===== config.mk =====
export PLATFORM = sky130hd
export DESIGN_NAME = cst_charge_supervisor
export DESIGN_NICKNAME = d
export VERILOG_FILES = /design/src/pkg/cst_pkg.sv /design/src/hw/cst_charge_supervisor.sv
export SDC_FILE = /design/constraint.sdc
export NUM_CORES = 1
export LEC_CHECK = 0
export ABC_CLOCK_PERIOD_IN_PS = 4200
export BUFFER_PORTS_ARGS = -buffer_cell sky130_fd_sc_hd__buf_2
export CAP_MARGIN = 40
export CORE_UTILIZATION = 30
export CTS_CLUSTER_SIZE = 10
export DETAILED_ROUTE_END_ITERATION = 6
export GPL_TIMING_DRIVEN = 0
export PLACE_DENSITY = 0.44
export SYNTH_ARGS = -nofsm -noshare
export SYNTH_HDL_FRONTEND = slang
export SYNTH_SLANG_ARGS = --single-unit

===== constraint.sdc =====
create_clock -name hclk -period 4.2 [get_ports hclk]
set_input_delay 0.21 -clock hclk [delete_from_list [all_inputs] [get_ports hclk]]
set_output_delay 0.21 -clock hclk [all_outputs]
set_load 0.005 [all_outputs]

===== src/pkg/cst_pkg.sv =====
package cst_pkg;
  // reference clock and timing
  localparam int CLK_MHZ        = 50;
  localparam int TICK_US        = 1000;
  localparam int TICK_CYC       = TICK_US * CLK_MHZ;
  localparam int PULSE_US       = 128;
  localparam int PULSE_CYC      = PULSE_US * CLK_MHZ;
  localparam int WD_S           = 30;
  localparam int WD_TICKS       = WD_S * 1000000 / TICK_US;
  localparam int SAFE_MIN       = 27;
  localparam int SAFE_TICKS     = SAFE_MIN * 60 * 1000000 / TICK_US;
  localparam int DETECT_MS      = 250;
  localparam int DETECT_TICKS   = DETECT_MS * 1000 / TICK_US;
  localparam int DEGLITCH_MS    = 64;
  localparam int DEGLITCH_TICKS = DEGLITCH_MS * 1000 / TICK_US;
  localparam int TW             = 24;

  // register indexes, byte address is four times the index
  localparam logic [7:0] IDX_STATUS = 8'h00;
  localparam logic [7:0] IDX_SUPPLY = 8'h01;
  localparam logic [7:0] IDX_CTRL   = 8'h02;
  localparam logic [7:0] IDX_VREG   = 8'h03;
  localparam logic [7:0] IDX_CHG    = 8'h04;
  localparam logic [7:0] IDX_SAFETY = 8'h05;

  // field positions
  localparam int CTRL_HIZ   = 0;
  localparam int CTRL_CE_N  = 1;
  localparam int CTRL_ILIM  = 2;
  localparam int CTRL_KICK  = 7;
  localparam int CHG_TERM   = 3;
  localparam int CHG_ICHG   = 4;
  localparam int SAFE_SEL   = 5;
  localparam int SUP_NEW    = 0;
  localparam int SUP_VALID  = 1;
  localparam int STAT_FAULT = 4;
  localparam int STAT_DM    = 7;

  // reset and default values
  localparam logic [5:0] VREG_DEF = 6'h05;
  localparam logic [3:0] ICHG_DEF = 4'h4;
  localparam logic [1:0] SEL_DEF  = 2'h0;
  localparam logic       TERM_DEF = 1'b1;

  typedef enum logic [2:0] {
    ST_IDLE   = 3'b000,
    ST_CHARGE = 3'b001,
    ST_SINK   = 3'b010,
    ST_SOURCE = 3'b011,
    ST_WAIT   = 3'b100,
    ST_DONE   = 3'b101
  } cst_state_t;

  typedef enum logic [1:0] {
    FLT_NONE   = 2'b00,
    FLT_OVP    = 2'b01,
    FLT_NOBAT  = 2'b10,
    FLT_SAFETY = 2'b11
  } cst_fault_t;

  // analog comparator levels and pins
  typedef struct packed {
    logic input_valid;
    logic bat_above_detect;
    logic bat_above_uvlo;
    logic bat_below_dm;
    logic bat_ovp;
    logic short_limit;
    logic term_reached;
    logic load_at_zero;
    logic ilim_pin;
  } cst_sense_t;

  typedef struct packed {
    logic converter_en;
    logic battery_switch_on;
    logic detect_sink_en;
    logic short_source_en;
    logic discharge_gate_drive;
    logic stat_int_pulse;
    logic default_mode;
    logic input_limit_high;
    logic battery_node_hiz;
  } cst_drive_t;
endpackage : cst_pkg


===== src/hw/cst_charge_supervisor.sv =====
// Function
// - termination met starts battery detection
// - sink holds above threshold: present, done
// - drop below threshold: not-present fault, continue
// - failed sink: source, stop, wait, sink
// - repeat; found battery clears fault, recharges
// - no detection when termination disabled
// - new supply: pulse, normal faults, flag
// - charge enable low allows charging, write starts
// - overvoltage: converter off, switch on, report
// - battery-only short: switch off deglitch, retry
// - no input, undervoltage: switch off, hiz
// - gate drive without supply or hiz select
// - three default mode entry conditions
// - default entry reloads registers, restarts safety
// - default regulation 3.6 V, current 1 A
// - host programming exits default, pin ignored
// - terminated stays terminated entering default mode
// - safety expiry halts, sets enable bit, pulses
// - safety fault needs toggle; select change resets
// - host timeout after access, kick self-clears
// - timeout expiry enters default unless safety expired, keeps charging
// - zero charge, rising load: supplement mode
// - termination disabled by writing bit zero
//
// Decided for this implementation: the register offsets and the AHB-Lite register port.
module cst_charge_supervisor #(
  parameter int unsigned TICK_CYCLES  = cst_pkg::TICK_CYC,
  parameter int unsigned PULSE_CYCLES = cst_pkg::PULSE_CYC,
  parameter int unsigned WD_LIMIT     = cst_pkg::WD_TICKS,
  parameter int unsigned SAFE_LIMIT   = cst_pkg::SAFE_TICKS
) (
  input  wire logic               hclk,
  input  wire logic               hresetn,
  input  wire logic               hsel,
  input  wire logic [31:0]        haddr,
  input  wire logic [1:0]         htrans,
  input  wire logic               hwrite,
  input  wire logic [2:0]         hsize,
  input  wire logic [31:0]        hwdata,
  input  wire logic               hready,
  output logic                    hreadyout,
  output logic                    hresp,
  output logic [31:0]             hrdata,
  input  wire cst_pkg::cst_sense_t sense,
  output cst_pkg::cst_drive_t      drive
);
  import cst_pkg::*;

  localparam int SW = $bits(cst_sense_t);

  cst_sense_t  s1, s2, s3, sn;
  cst_state_t  state, next_state;
  cst_fault_t  fault;
  logic [31:0] presc;
  logic        tick;
  logic [TW-1:0] det_cnt, glitch_cnt, wd_cnt, safe_cnt;
  logic [31:0] pulse_cnt;
  logic        acc, wr_pend;
  logic [7:0]  wr_idx;
  logic        ce_n, hiz, ilim, kick, term_en, new_supply;
  logic [5:0]  vreg;
  logic [3:0]  ichg;
  logic [1:0]  safe_sel;
  logic        host_seen, default_mode, dm_load, wd_expire;
  logic        safe_expired, safe_hit, charging, charge_allowed, charge_start;
  logic        valid_d, fault_d, fault_now, nobat_seen, short_hold;
  logic        ce_write0, sel_change, pulse_req, input_rise;
  cst_drive_t  next_drive;

  function automatic logic [TW-1:0] safe_limit(input logic [1:0] sel, input int unsigned base);
    safe_limit = TW'(base) << sel;
  endfunction

  // three-stage sync, a bit changes once stages two and three agree
  always_ff @(posedge hclk or negedge hresetn) begin
    if (!hresetn) begin
      s1 <= '0;
      s2 <= '0;
      s3 <= '0;
      sn <= '0;
    end else begin
      s1 <= sense;
      s2 <= s1;
      s3 <= s2;
      sn <= SW'((~(s2 ^ s3) & s2) | ((s2 ^ s3) & sn));
    end
  end

  // free-running millisecond reference tick
  always_ff @(posedge hclk or negedge hresetn) begin
    if (!hresetn) begin
      presc <= 32'h0000_0000;
    end else if (presc >= 32'(TICK_CYCLES - 1)) begin
      presc <= 32'h0000_0000;
    end else begin
      presc <= presc + 32'h0000_0001;
    end
  end
  assign tick = (presc >= 32'(TICK_CYCLES - 1));

  // bus slave, zero wait states, always okay
  assign hreadyout = 1'b1;
  assign hresp     = 1'b0;
  assign acc       = hsel & hready & htrans[1];

  always_ff @(posedge hclk or negedge hresetn) begin
    if (!hresetn) begin
      wr_pend <= 1'b0;
      wr_idx  <= 8'h00;
      hrdata  <= 32'h0000_0000;
    end else begin
      wr_pend <= acc & hwrite;
      wr_idx  <= haddr[9:2];
      hrdata  <= 32'h0000_0000;
      if (acc && !hwrite && haddr[31:10] == 22'h00_0000) begin
        case (haddr[9:2])
          IDX_STATUS: hrdata <= {24'h00_0000, default_mode, 1'b0, fault, 1'b0, state};
          IDX_SUPPLY: hrdata <= {30'h0000_0000, sn.input_valid, new_supply};
          IDX_CTRL:   hrdata <= {24'h00_0000, kick, 4'h0, ilim, ce_n, hiz};
          IDX_VREG:   hrdata <= {26'h000_0000, vreg};
          IDX_CHG:    hrdata <= {24'h00_0000, ichg, term_en, 3'h0};
          IDX_SAFETY: hrdata <= {25'h000_0000, safe_sel, 5'h00};
          default:    hrdata <= 32'h0000_0000;
        endcase
      end
    end
  end

  assign ce_write0  = wr_pend && wr_idx == IDX_CTRL && !hwdata[CTRL_CE_N];
  assign sel_change = wr_pend && wr_idx == IDX_SAFETY && hwdata[SAFE_SEL+:2] != safe_sel;

  // host registers; default-mode entry reloads them all
  always_ff @(posedge hclk or negedge hresetn) begin
    if (!hresetn) begin
      ce_n     <= 1'b0;
      hiz      <= 1'b0;
      ilim     <= 1'b0;
      kick     <= 1'b0;
      vreg     <= VREG_DEF;
      ichg     <= ICHG_DEF;
      term_en  <= TERM_DEF;
      safe_sel <= SEL_DEF;
    end else if (dm_load) begin
      ce_n     <= 1'b0;
      hiz      <= 1'b0;
      ilim     <= 1'b0;
      kick     <= 1'b0;
      vreg     <= VREG_DEF;
      ichg     <= ICHG_DEF;
      term_en  <= TERM_DEF;
      safe_sel <= SEL_DEF;
    end else begin
      kick <= 1'b0;
      if (wr_pend) begin
        case (wr_idx)
          IDX_CTRL: begin
            ce_n <= hwdata[CTRL_CE_N];
            hiz  <= hwdata[CTRL_HIZ];
            ilim <= hwdata[CTRL_ILIM];
            kick <= hwdata[CTRL_KICK];
          end
          IDX_VREG:   vreg     <= hwdata[5:0];
          IDX_CHG: begin
            ichg    <= hwdata[CHG_ICHG+:4];
            term_en <= hwdata[CHG_TERM];
          end
          IDX_SAFETY: safe_sel <= hwdata[SAFE_SEL+:2];
          default:    ;
        endcase
      end
      // expiry overrides a same-cycle write of the enable bit
      if (safe_hit) begin
        ce_n <= 1'b1;
      end
    end
  end

  // new-supply flag: set wins over the write-one clear
  always_ff @(posedge hclk or negedge hresetn) begin
    if (!hresetn) begin
      new_supply <= 1'b0;
    end else if (input_rise) begin
      new_supply <= 1'b1;
    end else if (wr_pend && wr_idx == IDX_SUPPLY && hwdata[SUP_NEW]) begin
      new_supply <= 1'b0;
    end
  end

  // default mode entry and exit
  assign fault_now = sn.bat_ovp | ~sn.input_valid;
  assign dm_load   = (wd_expire & ~safe_expired) |
                     (~host_seen & ~default_mode &
                      ((charge_allowed & sn.bat_below_dm) | (fault_d & ~fault_now)));
  always_ff @(posedge hclk or negedge hresetn) begin
    if (!hresetn) begin
      default_mode <= 1'b1;
      host_seen    <= 1'b0;
      fault_d      <= 1'b0;
      valid_d      <= 1'b0;
    end else begin
      fault_d <= fault_now;
      valid_d <= sn.input_valid;
      if (wd_expire) begin
        host_seen <= 1'b0;
      end else if (acc) begin
        host_seen <= 1'b1;
      end
      if (dm_load) begin
        default_mode <= 1'b1;
      end else if (wr_pend) begin
        default_mode <= 1'b0;
      end
    end
  end
  assign input_rise = sn.input_valid & ~valid_d;

  // host watchdog, restarted by the first access and by the kick bit
  always_ff @(posedge hclk or negedge hresetn) begin
    if (!hresetn) begin
      wd_cnt <= '0;
    end else if (!host_seen || kick) begin
      wd_cnt <= '0;
    end else if (tick) begin
      wd_cnt <= wd_cnt + TW'(1);
    end
  end
  assign wd_expire = host_seen & ~kick & (wd_cnt >= TW'(WD_LIMIT));

  // safety timer, runs across the whole charge process
  assign charging = (state == ST_CHARGE) | (state == ST_SINK) |
                    (state == ST_SOURCE) | (state == ST_WAIT);
  assign safe_hit = charging & ~safe_expired & (safe_cnt >= safe_limit(safe_sel, SAFE_LIMIT));
  always_ff @(posedge hclk or negedge hresetn) begin
    if (!hresetn) begin
      safe_cnt     <= '0;
      safe_expired <= 1'b0;
    end else begin
      if (charge_start || sel_change || dm_load) begin
        safe_cnt <= '0;
      end else if (tick && charging && safe_sel != 2'h3) begin
        safe_cnt <= safe_cnt + TW'(1);
      end
      if (safe_hit) begin
        safe_expired <= 1'b1;
      end else if (ce_write0 && ce_n) begin
        safe_expired <= 1'b0;
      end
    end
  end

  // charge process and battery detection
  assign charge_allowed = sn.input_valid & ~ce_n & ~hiz & ~sn.bat_ovp & ~safe_expired;
  assign charge_start   = (state == ST_IDLE) & charge_allowed;
  always_comb begin
    next_state = state;
    case (state)
      ST_IDLE:   if (charge_allowed) next_state = ST_CHARGE;
      ST_CHARGE: if (sn.term_reached && term_en) next_state = ST_SINK;
      ST_SINK: begin
        if (!sn.bat_above_detect) begin
          next_state = ST_SOURCE;
        end else if (det_cnt >= TW'(DETECT_TICKS)) begin
          next_state = nobat_seen ? ST_CHARGE : ST_DONE;
        end
      end
      ST_SOURCE: begin
        if (sn.bat_above_detect || det_cnt >= TW'(DETECT_TICKS)) begin
          next_state = ST_WAIT;
        end
      end
      ST_WAIT:   if (det_cnt >= TW'(DETECT_TICKS)) next_state = ST_SINK;
      ST_DONE:   if (ce_write0) next_state = ST_CHARGE;
      default:   next_state = ST_IDLE;
    endcase
    if (!charge_allowed || safe_hit || (state != ST_IDLE && input_rise)) begin
      next_state = ST_IDLE;
    end
    if (state == ST_DONE && input_valid_hold()) begin
      next_state = ST_DONE;
    end
  end

  // done survives a default-mode reload; a fresh supply, an enable write, or supply loss, ce_n set, hiz or overvoltage leaves it
  function automatic logic input_valid_hold();
    input_valid_hold = sn.input_valid & ~ce_n & ~hiz & ~sn.bat_ovp & ~input_rise & ~ce_write0;
  endfunction

  always_ff @(posedge hclk or negedge hresetn) begin
    if (!hresetn) begin
      state   <= ST_IDLE;
      det_cnt <= '0;
    end else begin
      state <= next_state;
      if (next_state != state) begin
        det_cnt <= '0;
      end else if (tick) begin
        det_cnt <= det_cnt + TW'(1);
      end
    end
  end

  // fault reporting
  always_ff @(posedge hclk or negedge hresetn) begin
    if (!hresetn) begin
      fault      <= FLT_NONE;
      nobat_seen <= 1'b0;
    end else begin
      if (state == ST_SINK && !sn.bat_above_detect) begin
        fault      <= FLT_NOBAT;
        nobat_seen <= 1'b1;
      end else if (state == ST_SINK && next_state != ST_SINK && next_state != ST_IDLE) begin
        fault      <= FLT_NONE;
        nobat_seen <= 1'b0;
      end
      if (sn.bat_ovp) begin
        fault <= FLT_OVP;
      end else if (safe_hit) begin
        fault <= FLT_SAFETY;
      end else if (input_rise || (fault == FLT_OVP) || (ce_write0 && fault == FLT_SAFETY)) begin
        fault      <= FLT_NONE;
        nobat_seen <= 1'b0;
      end
    end
  end

  // status and interrupt pulse; a new event restarts the pulse
  assign pulse_req = input_rise | safe_hit | (state == ST_SINK && next_state == ST_SOURCE);
  always_ff @(posedge hclk or negedge hresetn) begin
    if (!hresetn) begin
      pulse_cnt <= 32'h0000_0000;
    end else if (pulse_req) begin
      pulse_cnt <= 32'(PULSE_CYCLES);
    end else if (pulse_cnt != 32'h0000_0000) begin
      pulse_cnt <= pulse_cnt - 32'h0000_0001;
    end
  end

  // battery-only short retry: switch held off for the deglitch time
  always_ff @(posedge hclk or negedge hresetn) begin
    if (!hresetn) begin
      short_hold <= 1'b0;
      glitch_cnt <= '0;
    end else if (sn.input_valid) begin
      short_hold <= 1'b0;
      glitch_cnt <= '0;
    end else if (!short_hold && sn.short_limit) begin
      short_hold <= 1'b1;
      glitch_cnt <= '0;
    end else if (short_hold && tick) begin
      glitch_cnt <= glitch_cnt + TW'(1);
      if (glitch_cnt >= TW'(DEGLITCH_TICKS - 1)) begin
        short_hold <= 1'b0;
      end
    end
  end

  // pin drives, all registered
  always_comb begin
    next_drive                      = '0;
    next_drive.converter_en         = sn.input_valid & ~hiz & ~sn.bat_ovp;
    next_drive.detect_sink_en       = (state == ST_SINK);
    next_drive.short_source_en      = (state == ST_SOURCE) & ~sn.bat_above_detect;
    next_drive.discharge_gate_drive = ~sn.input_valid | hiz;
    next_drive.stat_int_pulse       = (pulse_cnt != 32'h0000_0000);
    next_drive.default_mode         = default_mode;
    // the limit pin only counts while no host has programmed us
    next_drive.input_limit_high     = default_mode ? ~sn.ilim_pin : ilim;
    if (sn.bat_ovp) begin
      next_drive.battery_switch_on = 1'b1;
    end else if (!sn.input_valid) begin
      next_drive.battery_switch_on = sn.bat_above_uvlo & ~short_hold;
      next_drive.battery_node_hiz  = ~sn.bat_above_uvlo;
    end else begin
      next_drive.battery_switch_on = (state == ST_CHARGE) | (~ce_n & ~hiz & sn.load_at_zero);
    end
  end

  always_ff @(posedge hclk or negedge hresetn) begin
    if (!hresetn) begin
      drive <= '0;
    end else begin
      drive <= next_drive;
    end
  end
endmodule : cst_charge_supervisor


==> results_dict.tcl <==
set metrics [dict create \
    place.gp.congestion 0.768 \
    cts_tree "done" \
    r2r_end "pulse_cnt[30]" \
    ys_seq_area_share_pct 51.7 \
    cp-start-kind "flop" \
    die_x_um 204 \
    rr_startpoint "safe_sel[1]" \
    layout.nets 1492 \
    initial_core_util_pct 30.6 \
    finalCritPeriodShare_pct 85.1 \
    relSlewSlack_pct 47.1 \
    antenna_left 0 \
    fin_cells 1927 \
    tns_ns 0 \
    path_clk_slew_ns 0.06 \
    antenna_found_initial 3 \
    synth_edf_count 0 \
    grt_pass1_vias 9001 \
    ys_dominant_reg_cell "dfrtp_1" \
    firstDrtPassIters 4 \
    drive_gt1_share_pct 13.8 \
    route.detailed.wl_per_inst_um 14.6 \
    leakage_uw 0.00664 \
    hold_path_class "input port to flop" \
    status "completed" \
    wl_um 28200 \
    ff2ff_path_depth 12 \
    io_pins 126 \
    grt.total_usage_pct 14.1 \
    r2r_slack_ns 0.63 \
    syn_to_final_growth_pct 21.0 \
    std_cell_rows 73 \
    grt_pass1_wl_um 47200 \
    clkSinkCount 252 \
    tightestPinTransition_ns 0.793 \
    hold_depth 3 \
    ys_types 76 \
    viasPerCell 4.59 \
    hpwl_um 19300 \
    hold_path_end "safe_sel[0]" \
    hold_viol 0 \
    synth_area_per_cell_sq_um 10.1 \
    cts_buffer_depth 3 \
    rsz0062_at_grt "no" \
    ir_worst_vdd_uv 260 \
    remaining_drc_errors 0 \
    die_h_um 204 \
    htree_levels 2 \
    overflow 0 \
    finalCriticalPeriod_ns 3.57 \
    drv_slew 0 \
    io_buffers 69 \
    holdWs_ns 0.0391 \
    fillers 4041 \
    syn_area_sq_um 12200 \
    worstPathRequired_ns 4.58 \
    cts_resized 0 \
    netlist_instances 1206 \
    diodes 0 \
    ys_seq_elements 252 \
    fin_worst_skew_ns 0.0172 \
    max_freq_mhz 280 \
    p_total_uw 6590 \
    crit_path_end_kind "flop" \
    crit_type "flop to flop" \
    cp_max_fo 10 \
    drt-initial-drc-count 307 \
    holdCritStartpoint "hwdata[5]" \
    placedCellCount 1842 \
    coreArea_sq_um 39900 \
    final_core_util_pct 37.0 \
    vias 8845 \
    cts_root_buf "clkbuf_16" \
    power.density_nw_per_um2 446 \
    finalSetupViolCount 0 \
    numCtsBuffers 34 \
    async_flop_share_pct 100 \
    synth_warnings 0 \
    final_common_cell "dfrtp_1" \
    cp.arrival_ns 3.96 \
    cts_setup_buffers 0 \
    grt_max_degree 97 \
    layout_common_cells "dfrtp_1, nor2_1, nand2_1" \
    insertion_delay_ns 0.52 \
    dieArea_sq_um 41500 \
    maxCapViolCount 0 \
]
## critical path, cell delays in order, from the launching register on
cell	delay [ns]
dfrtp_1	0.54
inv_1	0.19
ha_1	0.31
inv_1	0.04
ha_1	0.29
nand4_1	0.15
a211oi_1	0.25
a311oi_1	0.12
a31oi_1	0.36
buf_2	0.32
a311o_1	0.35
clkbuf_1	0.43
nor2_1	0.10
## final cells by class
| cell class | instances | area [sq um] | share of cell area (%) |
|---|---|---|---|
| buffer | 70 | 382 | 2.58 |
| clock buffer | 52 | 1010 | 6.83 |
| clock inverter | 9 | 92.6 | 0.627 |
| inverter | 36 | 135 | 0.915 |
| multi-input combinational | 888 | 5530 | 37.5 |
| sequential | 252 | 6310 | 42.7 |
| tap | 525 | 657 | 4.45 |
| timing repair buffer | 95 | 651 | 4.40 |
## sequential cells by signal, indices dropped and copies added (netlist names), 2 cells and up, named ones only
| register | count |
|---|---|
| state | 3 |
| s2 | 9 |
| wd_cnt | 24 |
| presc | 32 |
| safe_cnt | 24 |
| det_cnt | 24 |
| ichg | 4 |
| hrdata | 8 |
| pulse_cnt | 32 |
| vreg | 6 |
| s1 | 9 |
| drive | 9 |
| glitch_cnt | 24 |
| safe_sel | 2 |
| fault | 2 |
| wr_idx | 8 |
| s3 | 9 |
## how the worst max path moves through the flow
stage | depth (start not counted) | to | start | slack [ns]
final | 12 | pulse_cnt[30] | safe_sel[1] | 0.63
after global routing | 12 | pulse_cnt[6] | safe_sel[1] | 0.31
after CTS | 12 | pulse_cnt[30] | safe_sel[1] | 0.52
after detailed placement | 12 | pulse_cnt[29] | safe_sel[1] | 0.53
after global placement | 1 | wd_cnt[20] | hresetn | -2.09
after floorplan | 11 | pulse_cnt[12] | safe_sel[1] | 1.41
## logic make-up after synthesis
group / count (synthesis) / synth area share, %
fa+ha+maj: 41 / 4.02
flops: 252 / 51.7
simple gates: 543 / 22.3
compound gates: 124 / 7.39
other cells: 2 / 0.0615
mux: 17 / 1.62
buf+inv: 106 / 4.23
xor+xnor: 121 / 8.68
## stage by stage
stage	setup slack [ns]	instance area, sq um
after CTS	0.518	14800
after global routing	0.312	14800
after floorplan	1.41	12400
final	0.626	14800
after global placement	-2.09	13400
after detailed placement	0.528	13400
## layer usage
metal	vias up	global-route usage, %	wire length (um)
li1	4465	-	-
met5	-	0	22
met2	144	21.8	12600
met4	4	4.30	560
met3	44	2.91	1140
met1	4188	19.6	13900
## power breakdown
group	internal, uW	leakage (uW)	switching, uW
Sequential	2640	0.00327	181
Combinational	390	0.00282	550
Clock	1720	0.000545	1100
## what timing repair did
item	CTS	global route
hold endpoints to repair	122	0
hold buffers	24	0
endpoints found under the setup margin	0	0
## cell usage after synthesis (5+ instances only)
library cell	n	area share, %
o31ai_1	6	0.37
nand2b_1	12	0.61
nor3_1	31	1.3
o211ai_1	5	0.31
a211o_1	6	0.43
nor2_2	10	0.51
or3_1	17	0.87
maj3_1	9	0.74
buf_4	26	1.6
dfrtp_1	247	51
nor3b_1	5	0.31
a31oi_1	5	0.26
ha_1	32	3.3
inv_1	36	1.1
a21o_1	5	0.31
a21oi_1	29	1.2
or2_2	5	0.26
or4_1	10	0.61
and3_1	24	1.2
xnor2_1	51	3.7
nor2b_1	15	0.77
mux2i_1	13	1.1
o21ai_0	26	1.1
xor2_1	70	5.0
nand2_1	84	2.6
dfstp_2	5	1.1
clkbuf_1	35	1.1
buf_2	5	0.20
nand3_1	55	2.3
nor4_1	36	1.8
nor2_1	185	5.7
nand4_1	26	1.3
and4_1	9	0.65
(Power assumes the default switching activity.)
